$ cat config.mk
export PLATFORM = sky130hd
export DESIGN_NAME = amc_arith_coprocessor
export DESIGN_NICKNAME = d
export VERILOG_FILES = /design/src/pkg/amc_pkg.sv /design/src/verilog/amc_divider.sv /design/src/verilog/amc_arith_coprocessor.sv
export SDC_FILE = /design/constraint.sdc
export NUM_CORES = 1
export LEC_CHECK = 0
export ABC_AREA = 1
export BUFFER_PORTS_ARGS = -buffer_cell sky130_fd_sc_hd__clkbuf_2
export CORE_MARGIN = 2
export CORE_UTILIZATION = 49
export CTS_CLUSTER_DIAMETER = 80
export DETAILED_ROUTE_END_ITERATION = 8
export PLACE_DENSITY = 0.73
export SLEW_MARGIN = 20
export SYNTH_ARGS = -nofsm -noshare
export SYNTH_HDL_FRONTEND = slang
export SYNTH_HIERARCHICAL = 1
export SYNTH_SLANG_ARGS = --single-unit
$ cat constraint.sdc
create_clock -name CLK -period 4.75 [get_ports CLK]
set_input_delay 0.7125 -clock CLK [delete_from_list [all_inputs] [get_ports CLK]]
set_output_delay 0.7125 -clock CLK [all_outputs]
set_load 0.01 [all_outputs]
$ cat src/pkg/amc_pkg.sv
// constants shared by the arithmetic coprocessor and its divider
// assumes the core issues one coprocessor instruction per cycle on the request port
// Summary of operation
// - 16x16 multiply into 32 bits, signed or unsigned, done in one cycle.
// - signed multiply-accumulate into 32 bits with overflow flag, one cycle per step.
// - 16/16 divide, signed or unsigned, quotient and remainder 18 cycles after the operand-send.
// - mode-write instruction stores source bits 6..0 in mode register, destination ignored.
// - mode bits 6..4 select output half, bits 3..0 select the operation.
// - selector 0 returns low half, 1 returns high half, 2 to 7 reserved.
// - operation 0 clears the whole 32-bit result register.
// - operation 1 loads a 16-bit start value into the low half, high half zero.
// - operation 2 loads a full 32-bit start value into the result register.
// - operation 3 returns the stored result half without changing it.
// - operation 4 multiplies unsigned, operation 5 multiplies signed.
// - operation 7 adds a signed product to the result register.
// - operation 8 divides unsigned, 9 signed; 6 and 10 to 15 reserved.
// - multiply operands come in one operand-send; selected half and flags are returned.
// - after division quotient sits in bits 15..0, remainder in bits 31..16.
// - writing operation 0 clears the result at once, with no operand transfer.
package amc_pkg;
  localparam int DATA_W = 16;
  localparam int RES_W = 32;
  localparam int MODE_W = 7;
  localparam int OP_LSB = 0;
  localparam int OP_W = 4;
  localparam int SEL_LSB = 4;
  localparam int SEL_W = 3;
  localparam logic [MODE_W-1:0] MODE_RESET = 7'h00;
  localparam logic [RES_W-1:0] RES_RESET = 32'h0000_0000;
  localparam logic [SEL_W-1:0] SEL_LOW = 3'h0;
  localparam logic [SEL_W-1:0] SEL_HIGH = 3'h1;
  localparam logic [OP_W-1:0] OP_CLEAR = 4'h0;
  localparam logic [OP_W-1:0] OP_LOAD16 = 4'h1;
  localparam logic [OP_W-1:0] OP_LOAD32 = 4'h2;
  localparam logic [OP_W-1:0] OP_READ = 4'h3;
  localparam logic [OP_W-1:0] OP_MULU = 4'h4;
  localparam logic [OP_W-1:0] OP_MULS = 4'h5;
  localparam logic [OP_W-1:0] OP_MAC = 4'h7;
  localparam logic [OP_W-1:0] OP_DIVU = 4'h8;
  localparam logic [OP_W-1:0] OP_DIVS = 4'h9;
  localparam logic [DATA_W-1:0] RESERVED_ANSWER = 16'h0000;
  // flag vector order {carry, overflow, zero, negative}
  localparam int FLAG_W = 4;
  localparam int FLAG_V = 2;
  localparam logic [FLAG_W-1:0] FLAGS_CLEAR = 4'h0;
  localparam logic [4:0] DIV_STEPS = 5'h10;
  typedef enum logic [1:0] {AMC_DIV_IDLE, AMC_DIV_RUN, AMC_DIV_FIX} amc_div_state_t;
endpackage

$ cat src/verilog/amc_divider.sv
// restoring divider, one quotient bit per cycle
// assumes start is a one-cycle pulse while idle; operands held by caller not needed
`timescale 1ns/1ps
module amc_divider (
  input wire logic clk,
  input wire logic rst_b,
  input wire logic start,
  input wire logic is_signed,
  input wire logic [15:0] dividend,
  input wire logic [15:0] divisor,
  output logic done,
  output logic [15:0] quotient,
  output logic [15:0] remainder
);
  amc_pkg::amc_div_state_t state;
  logic [4:0] count;
  logic [15:0] quo;
  logic [16:0] rem;
  logic [15:0] dsr;
  logic neg_q;
  logic neg_r;
  wire dvd_neg = is_signed & dividend[15];
  wire dsr_neg = is_signed & divisor[15];
  wire [15:0] dvd_abs = dvd_neg ? 16'(-dividend) : dividend;
  wire [15:0] dsr_abs = dsr_neg ? 16'(-divisor) : divisor;
  wire [16:0] shifted = {rem[15:0], quo[15]};
  wire [16:0] trial = 17'(shifted - {1'b0, dsr});
  wire fits = ~trial[16];
  wire last = (count == amc_pkg::DIV_STEPS - 5'h01);

  // one setup cycle, 16 steps, one sign-fix cycle: 18 cycles to done
  always_ff @(posedge clk or negedge rst_b) begin
    if (!rst_b) begin
      state <= amc_pkg::AMC_DIV_IDLE;
      count <= 5'h00;
      quo <= 16'h0000;
      rem <= 17'h0_0000;
      dsr <= 16'h0000;
      neg_q <= 1'b0;
      neg_r <= 1'b0;
      done <= 1'b0;
      quotient <= 16'h0000;
      remainder <= 16'h0000;
    end else begin
      done <= 1'b0;
      unique case (state)
        amc_pkg::AMC_DIV_IDLE: begin
          if (start) begin
            quo <= dvd_abs;
            dsr <= dsr_abs;
            rem <= 17'h0_0000;
            count <= 5'h00;
            neg_q <= dvd_neg ^ dsr_neg;
            neg_r <= dvd_neg;
            state <= amc_pkg::AMC_DIV_RUN;
          end
        end
        amc_pkg::AMC_DIV_RUN: begin
          rem <= fits ? trial : shifted;
          quo <= {quo[14:0], fits};
          count <= 5'(count + 5'h01);
          if (last) begin
            state <= amc_pkg::AMC_DIV_FIX;
          end
        end
        amc_pkg::AMC_DIV_FIX: begin
          // divide by zero gives all-ones magnitude quotient and the dividend as remainder
          quotient <= neg_q ? 16'(-quo) : quo;
          remainder <= neg_r ? 16'(-rem[15:0]) : rem[15:0];
          done <= 1'b1;
          state <= amc_pkg::AMC_DIV_IDLE;
        end
        default: begin
          state <= amc_pkg::AMC_DIV_IDLE;
        end
      endcase
    end
  end
endmodule

$ cat src/verilog/amc_arith_coprocessor.sv
// arithmetic coprocessor: multiply, multiply-accumulate, divide, 32-bit result register
// assumes the core drives the instruction strobes on CLK and stalls while BUSY is high
`timescale 1ns/1ps
module amc_arith_coprocessor (
  input wire logic CLK,
  input wire logic RST_B,
  input wire logic MODE_WRITE_INSTR,
  input wire logic OPERAND_SEND_INSTR,
  input wire logic PRELOAD_SEND_INSTR,
  input wire logic [15:0] SRC_DATA,
  input wire logic [15:0] DST_DATA,
  output logic [15:0] RESULT_DATA,
  output logic RESULT_VALID,
  output logic [3:0] FLAGS,
  output logic BUSY
);
  logic rst_meta;
  logic rst_sync;
  logic [amc_pkg::MODE_W-1:0] operation_mode_select;
  logic [amc_pkg::RES_W-1:0] result;
  logic div_active;
  logic div_done;
  logic [15:0] div_quo;
  logic [15:0] div_rem;

  always_ff @(posedge CLK or negedge RST_B) begin
    if (!RST_B) begin
      rst_meta <= 1'b0;
      rst_sync <= 1'b0;
    end else begin
      rst_meta <= 1'b1;
      rst_sync <= rst_meta;
    end
  end

  wire [amc_pkg::OP_W-1:0] op = operation_mode_select[amc_pkg::OP_LSB +: amc_pkg::OP_W];
  wire [amc_pkg::SEL_W-1:0] sel = operation_mode_select[amc_pkg::SEL_LSB +: amc_pkg::SEL_W];

  wire op_mul = (op == amc_pkg::OP_MULU) | (op == amc_pkg::OP_MULS);
  wire op_mac = (op == amc_pkg::OP_MAC);
  wire op_div = (op == amc_pkg::OP_DIVU) | (op == amc_pkg::OP_DIVS);
  wire op_read = (op == amc_pkg::OP_READ);
  wire op_signed = (op == amc_pkg::OP_MULS) | op_mac | (op == amc_pkg::OP_DIVS);

  // operand A comes from the destination register, operand B from source or immediate
  wire signed [16:0] a_ext = {op_signed & DST_DATA[15], DST_DATA};
  wire signed [16:0] b_ext = {op_signed & SRC_DATA[15], SRC_DATA};
  wire signed [33:0] prod_full = a_ext * b_ext;
  wire [31:0] product = prod_full[31:0];

  // signed overflow: operands share a sign the sum does not have
  wire [31:0] mac_sum = 32'(result + product);
  wire mac_ovf = (result[31] == product[31]) & (mac_sum[31] != result[31]);

  wire take_op = OPERAND_SEND_INSTR & ~div_active;
  wire take_pre = PRELOAD_SEND_INSTR & ~div_active;
  wire div_start = take_op & op_div;

  wire [31:0] preload16 = {16'h0000, SRC_DATA};
  wire [31:0] preload32 = {DST_DATA, SRC_DATA};
  wire [31:0] div_result = {div_rem, div_quo};

  logic [31:0] next_result;
  always_comb begin
    next_result = result;
    if (div_done) begin
      next_result = div_result;
    end else if (MODE_WRITE_INSTR & ~div_active &
                 (SRC_DATA[amc_pkg::OP_LSB +: amc_pkg::OP_W] == amc_pkg::OP_CLEAR)) begin
      next_result = amc_pkg::RES_RESET;
    end else if (take_pre & (op == amc_pkg::OP_LOAD16)) begin
      next_result = preload16;
    end else if (take_pre & (op == amc_pkg::OP_LOAD32)) begin
      next_result = preload32;
    end else if (take_op & op_mul) begin
      next_result = product;
    end else if (take_op & op_mac) begin
      next_result = mac_sum;
    end
    // read and reserved codes fall through unchanged
  end

  function automatic logic [15:0] pick_half(input logic [2:0] s, input logic [31:0] v);
    logic [15:0] h;
    h = amc_pkg::RESERVED_ANSWER;
    if (s == amc_pkg::SEL_LOW) begin
      h = v[15:0];
    end else if (s == amc_pkg::SEL_HIGH) begin
      h = v[31:16];
    end
    return h;
  endfunction

  wire answer_now = take_op & (op_mul | op_mac | op_read);
  wire answer_reserved = take_op & ~(op_mul | op_mac | op_read | op_div);
  wire [15:0] answer_val = answer_reserved ? amc_pkg::RESERVED_ANSWER : pick_half(sel, next_result);
  wire [3:0] mac_flags = {1'b0, mac_ovf, 2'b00};

  always_ff @(posedge CLK or negedge rst_sync) begin
    if (!rst_sync) begin
      operation_mode_select <= amc_pkg::MODE_RESET;
      result <= amc_pkg::RES_RESET;
      div_active <= 1'b0;
      RESULT_DATA <= 16'h0000;
      RESULT_VALID <= 1'b0;
      FLAGS <= amc_pkg::FLAGS_CLEAR;
      BUSY <= 1'b0;
    end else begin
      result <= next_result;
      if (MODE_WRITE_INSTR & ~div_active) begin
        operation_mode_select <= SRC_DATA[amc_pkg::MODE_W-1:0];
      end
      if (div_start) begin
        div_active <= 1'b1;
      end else if (div_done) begin
        div_active <= 1'b0;
      end
      BUSY <= div_start | (div_active & ~div_done);
      RESULT_VALID <= answer_now | answer_reserved | div_done;
      if (div_done) begin
        RESULT_DATA <= pick_half(sel, div_result);
        FLAGS <= amc_pkg::FLAGS_CLEAR;
      end else if (answer_now | answer_reserved) begin
        RESULT_DATA <= answer_val;
        FLAGS <= op_mac ? mac_flags : amc_pkg::FLAGS_CLEAR;
      end
    end
  end

  amc_divider u_div (
    .clk(CLK),
    .rst_b(rst_sync),
    .start(div_start),
    .is_signed(op == amc_pkg::OP_DIVS),
    .dividend(DST_DATA),
    .divisor(SRC_DATA),
    .done(div_done),
    .quotient(div_quo),
    .remainder(div_rem)
  );
endmodule

==> impl_metrics.csv, run 1 <==
group,metric,value,unit
outcome,status,"complete, but fails checks",
outcome,violations,"negative setup slack",
grt,grt_start_max_net_pins,150,
timing,fin_crit,8130,ps
clock_tree,cts.htree.levels,4,
yosys,ys.flop_type,"dfrtp_1",
worst_setup_path,slowest_stage,"fa_2",
detailed_routing,routed-via-count,23700,
yosys,ys_top_cells_by_area,"fa_1 25%, dfrtp_1 16%, nand2_1 14%",
timing,tightestPinTransition,1190,ps
worst_setup_path,cpMostUsedCell,"nand2_1",
cells_and_area,syn_to_final_growth,34.5,%
worst_setup_path,cp.required,5120,ps
place,portBuffers,55,
yosys,ys_ff_latch,151,
cells_and_area,stdcell_area,30900,sq um
worst_setup_path,arrival,8490,ps
worst_setup_path,endpoint,"RESULT_DATA[15]",
detailed_routing,drt_iter0_drc,2645,
timing,max_freq,123,MHz
yosys,postSynth.asyncResetShare,100,%
yosys,yosys.area.top_type_share,24.8,%
worst_setup_path,r2r.worst_path.cells,44,
detailed_routing,vias_per_cell,5.56,
cells_and_area,layout.cells.non_filler,4266,
clock_tree,clock_tree.root_cell,"clkbuf_16",
worst_setup_path,crit_start,"operation_mode_select[3]",
timing,clock_skew,11.3,ps
cells_and_area,finish.utilization,66.6,%
grt,grt_pass1_wl,122,mm
clock_tree,clk_latency,440,ps
yosys,ys_warn_count,6,
hold_path,hold_class,"input port to async pin",
place,dpl.hpwl,59.6,mm
die,fp.dieW,220,um
die,start_util,49.5,%
grt,antenna_found_initial,1,
place,post-place-ws,-3400,ps
detailed_routing,routedWlPerCell,19.6,um
place,place.gp.congestion,0.983,
timing,relSlewSlack,20.8,%
cells_and_area,final_cell_mix,"768 x nand2_1, 598 x inv_1, 442 x buf_4, 271 x fa_1",
die,die_h,220,um
grt,grt-ovfl-total,0,
timing,setup_viol,49,
cells_and_area,antenna_cells,0,
yosys,syn-instance-count,3165,
timing,min_period_over_period,171,%
grt,grt_pass1_vias,22800,
worst_setup_path,critPathMaxStageDelay,700,ps
die,die_area,48500,sq um
detailed_routing,wirelength,83.6,mm
worst_setup_path,start_kind,"register",
timing,slew_violations,0,
die,core,46400,sq um
clock_tree,cts_num_sinks,151,
cells_and_area,final_common_cell,"nand2_1",
die,rows,79,
grt,grt_util_all_layers,32.5,%
worst_setup_path,reg2reg_to,"RESULT_DATA[15]",
worst_setup_path,worstSetupPathType,"register to register",
timing,rsz0062_at_grt,"true",
timing,setup_slack,-3380,ps
cells_and_area,final_nets,4103,
clock_tree,ctsHoldBuffers,0,
timing,hold_violations,0,
cells_and_area,fillers,3440,
yosys,syn_avg_cell_area,7.25,sq um
die,num_io_pins,59,
worst_setup_path,crit_fanout,6,
yosys,ys_types,64,
clock_tree,clk_path_buf_depth,2,
detailed_routing,drc,0,
worst_setup_path,endpoint_kind,"register",
detailed_routing,first_pass_iters,6,
place,dpl_cell_area,27100,sq um
cells_and_area,drive_gt1_share,30.4,%
clock_tree,numCtsBuffers,17,
detailed_routing,postRouteAntennaNets,0,
yosys,ys_seq_area_share,16.5,%
worst_setup_path,r2r_start,"operation_mode_select[3]",
worst_setup_path,rrSetupSlack,-3380,ps
yosys,yosys.area.top_type,"fa_1",
yosys,synth_area,22900,sq um
place,dp_cells,4098,
clock_tree,path_clk_slew,70,ps
clock_tree,tritoncts,"done",
yosys,synth_edf_count,0,
flow_run,cap_viol_max_count,0,
-- worst max-delay path: cells and delay by family (launching register included) --
kind | cells | cell delay, ps
AOI/OAI and AO/OA | 2 | 480
DFF | 1 | 440
buffers and inverters | 12 | 1150
and+or+nand+nor | 22 | 2040
adders and majority gates | 8 | 3930
-- per-stage QoR --
step,TNS [ps],hold slack [ps]
after global placement,-118650,336
after global routing,-137330,37.0
after floorplan,-76840,331
final,-129060,41.7
after CTS,-131290,36.9
after detailed placement,-122530,343
-- final cells by class --
| class | instances | area [sq um] | share of cell area (%) |
|---|---|---|---|
| timing repair inverter | 1 | 11.3 | 0.0365 |
| clock buffer | 17 | 425 | 1.38 |
| tap | 607 | 759 | 2.46 |
| sequential | 151 | 3780 | 12.3 |
| multi-input combinational | 2226 | 18400 | 59.6 |
| inverter | 666 | 2550 | 8.25 |
| clock inverter | 15 | 154 | 0.499 |
| timing repair buffer | 583 | 4780 | 15.5 |
-- flip-flops by register name, summed over array words and instances (netlist names), 2 cells and up --
| name | cells |
|---|---|
| RESULT_DATA | 16 |
| operation_mode_select | 7 |
| result | 32 |
| u_div/count | 5 |
| u_div/dsr | 16 |
| u_div/quo | 16 |
| u_div/quotient | 16 |
| u_div/rem | 16 |
| u_div/remainder | 16 |
| u_div/state | 2 |
-- layer usage --
layer	track usage [%]	wire [um]
met5	0	0
met2	50.6	37000
met1	44.1	32500
met4	15.7	5530
met3	5.70	8590
-- timing repair --
action | 4_1_cts | 5_1_grt
buffers inserted | 102 | 60
cloned | 3 | 0
endpoints found under the setup margin | 45 | 49
pin swaps | 109 | 166
gates resized for setup | 214 | 358
-- cells in the mapped netlist (13+ instances only) --
| cell type | instances |
|---|---|
| nand2_1 | 876 |
| a22oi_1 | 13 |
| a21oi_1 | 126 |
| nand3_1 | 134 |
| a31oi_1 | 13 |
| o22ai_1 | 16 |
| xnor2_1 | 16 |
| nand4_1 | 20 |
| inv_1 | 653 |
| clkbuf_1 | 80 |
| ha_1 | 136 |
| nor2_1 | 198 |
| xor2_1 | 62 |
| o21ai_1 | 14 |
| o21ai_0 | 131 |
| o211ai_1 | 19 |
| inv_2 | 13 |
| dfrtp_1 | 151 |
| fa_1 | 284 |
| nor3_1 | 17 |
| nand2_2 | 15 |
| buf_2 | 15 |
-- worst min path at each step --
stage / from / to / slack [ps] / depth (start not counted)
3_5_place_dp: rst_meta / rst_sync / 340 / 0
2_1_floorplan: rst_meta / rst_sync / 330 / 0
5_1_grt: RST_B / rst_sync / 40 / 1
4_1_cts: RST_B / rst_sync / 40 / 1
3_3_place_gp: rst_meta / rst_sync / 340 / 0
6_report: RST_B / rst_sync / 40 / 1
-- cell families after synthesis --
| family | after synthesis | share of synthesized area (%) |
|---|---|---|
| flops | 151 | 16.5 |
| compound gates | 399 | 10.2 |
| buf+inv | 790 | 13.6 |
| other cells | 2 | 0.0327 |
| simple gates | 1319 | 24.1 |
| mux | 1 | 0.0491 |
| xor+xnor | 83 | 3.33 |
| fa+ha+maj | 420 | 32.2 |
Power of run 1 is left out: the tool's default activity adds up to more than one toggle a clock period on the data nets, which glitch-free logic cannot reach.
==> inputs of run 2 (changes only) <==
--- a/config.mk
+++ b/config.mk
@@ -7,7 +7,7 @@
 export LEC_CHECK = 0
 export ABC_AREA = 1
 export BUFFER_PORTS_ARGS = -buffer_cell sky130_fd_sc_hd__clkbuf_2
-export CORE_MARGIN = 2
+export CORE_MARGIN = 5
 export CORE_UTILIZATION = 49
 export CTS_CLUSTER_DIAMETER = 80
 export DETAILED_ROUTE_END_ITERATION = 8
==> run 2 against run 1 <==
Net effect: critical endpoint is now RESULT_DATA[14]; count of clock-buffer cells in the layout increased by 3; wire length shrank 10%; clock skew up 2.7 ps; sequential share of layout area is 0.30 points higher; global-route usage is 3.5 points lower; die area rose by 5.5%; setup slack improved by 140 ps; flip-flop and latch count stayed put; register-to-register slack better by 140 ps; the flow still finishes with violations (negative setup slack); via count decreased by 5.7%.
==> impl_metrics.csv, run 2 (synthesized netlist as in run 1, its figures left out) <==
group,metric,value,unit
timing,hold_violations,0,
worst_setup_path,arrival,8350,ps
clock_tree,path_clk_slew,70,ps
grt,grt-ovfl-total,0,
worst_setup_path,start_kind,"register",
detailed_routing,wirelength,75.0,mm
timing,slew_violations,0,
place,place.gp.congestion,0.960,
cells_and_area,drive_gt1_share,27.8,%
cells_and_area,stdcell_area,30100,sq um
cells_and_area,largest_reg_flops,32,
detailed_routing,routed-via-count,22400,
clock_tree,cts.htree.levels,4,
cells_and_area,top_register,"result",
die,die_h,226,um
worst_setup_path,r2r.worst_path.cells,48,
timing,min_period_over_period,168,%
worst_setup_path,slowest_stage,"fa_2",
cells_and_area,final_common_cell,"nand2_1",
place,dpl.hpwl,58.7,mm
grt,grt_start_max_net_pins,67,
timing,relSlewSlack,32.1,%
hold_path,hold_class,"input port to async pin",
place,portBuffers,55,
grt,grt_pass1_vias,22200,
worst_setup_path,r2r_start,"operation_mode_select[2]",
timing,rsz0062_at_grt,"true",
die,core,46500,sq um
timing,setup_slack,-3240,ps
worst_setup_path,cp.required,5110,ps
timing,clock_skew,13.9,ps
worst_setup_path,crit_start,"operation_mode_select[2]",
grt,busiest_layer,"met2",
cells_and_area,syn_to_final_growth,31.3,%
flow_run,cap_viol_max_count,0,
grt,grtUsageMet1,40.5,%
clock_tree,clk_latency,430,ps
die,die_area,51200,sq um
worst_setup_path,cpMostUsedCell,"nand2_1",
detailed_routing,drt_iter0_drc,2093,
timing,hold_ws,53.2,ps
detailed_routing,first_pass_iters,7,
grt,use_met3,5.27,%
worst_setup_path,rrSetupSlack,-3240,ps
detailed_routing,drc,0,
die,fp.dieW,226,um
worst_setup_path,endpoint_kind,"register",
detailed_routing,routedWlPerCell,17.9,um
timing,setup_viol,44,
grt,grt_pass1_wl,118,mm
outcome,violations,"negative setup slack",
worst_setup_path,reg2reg_to,"RESULT_DATA[14]",
cells_and_area,final_nets,4033,
timing,tightestPinTransition,1020,ps
grt,grt_use_met2,46.2,%
detailed_routing,vias_per_cell,5.33,
clock_tree,clk_path_buf_depth,2,
grt,antenna_found_initial,0,
worst_setup_path,crit_fanout,4,
cells_and_area,finish.utilization,64.8,%
cells_and_area,final_cell_mix,"782 x nand2_1, 610 x inv_1, 396 x buf_4, 269 x fa_1, 157 x nor2_1",
clock_tree,cts_num_sinks,151,
die,rows,79,
worst_setup_path,critPathMaxStageDelay,570,ps
clock_tree,tritoncts,"done",
outcome,status,"complete, but fails checks",
timing,fin_crit,7990,ps
grt,grt_util_all_layers,29.1,%
die,num_io_pins,59,
timing,max_freq,125,MHz
die,start_util,49.4,%
detailed_routing,postRouteAntennaNets,0,
cells_and_area,antenna_cells,0,
clock_tree,clock_tree.root_cell,"clkbuf_16",
clock_tree,numCtsBuffers,17,
worst_setup_path,worstSetupPathType,"register to register",
place,dpl_cell_area,27100,sq um
[run 2: cell types whose count changed in the layout (fill, tap and decap cells not counted), sizes merged]
cell / before / now
clkinvlp: 4 / 3
bufinv: 1 / 5
clkinv: 3 / 2
clkbuf: 60 / 72
inv: 674 / 667
buf: 540 / 462
[run 2: worst max-delay path by stage]
stage,depth (start not counted),endpoint
final,48,RESULT_DATA[14]
after global routing,47,RESULT_DATA[14]
after CTS,43,RESULT_DATA[14]
after detailed placement,43,RESULT_DATA[15]
after global placement,44,RESULT_DATA[15]
after floorplan,44,RESULT_DATA[15]
[run 2: final cells by class]
type | instances | area, sq um
Clock inverter | 11 | 196
Multi-Input combinational cell | 2226 | 18100
Timing Repair Buffer | 514 | 4260
Sequential cell | 151 | 3780
Tap cell | 607 | 759
Inverter | 666 | 2520
Clock buffer | 20 | 447
Fill cell | 3775 | 16300
[run 2: repair_timing]
item,CTS,global route
hold buffers,0,0
pin swaps,171,68
setup buffers,58,26
endpoints found under the hold margin,0,0
resized for setup,303,118
setup endpoints to repair,44,45
[run 2: per-stage QoR]
stage | setup TNS (ps) | cells | setup WS [ps]
final | -110160 | 4195 | -3240
after global routing | -124250 | 4195 | -3690
after CTS | -103280 | 4171 | -3060
after detailed placement | -123130 | 4090 | -3380
after global placement | -118150 | 4090 | -3250
after floorplan | -76840 | 3167 | -2500
[run 2: layer usage]
metal | vias to the layer above | share of wire [%]
met5 | - | 0
met4 | 0 | 4.0
met3 | 164 | 8.3
met2 | 945 | 46
met1 | 10800 | 42
li1 | 10500 | -
[run 2: critical path, delay by kind of cell (launching register included)]
kind / cells / cell delay [ps]
and+or+nand+nor: 20 / 1800
adders and majority gates: 8 / 3550
buffers and inverters: 13 / 1280
DFF: 1 / 440
xor gates and xnor gates: 1 / 150
AOI/OAI and AO/OA: 6 / 700
Power of run 2 is left out for the same reason.
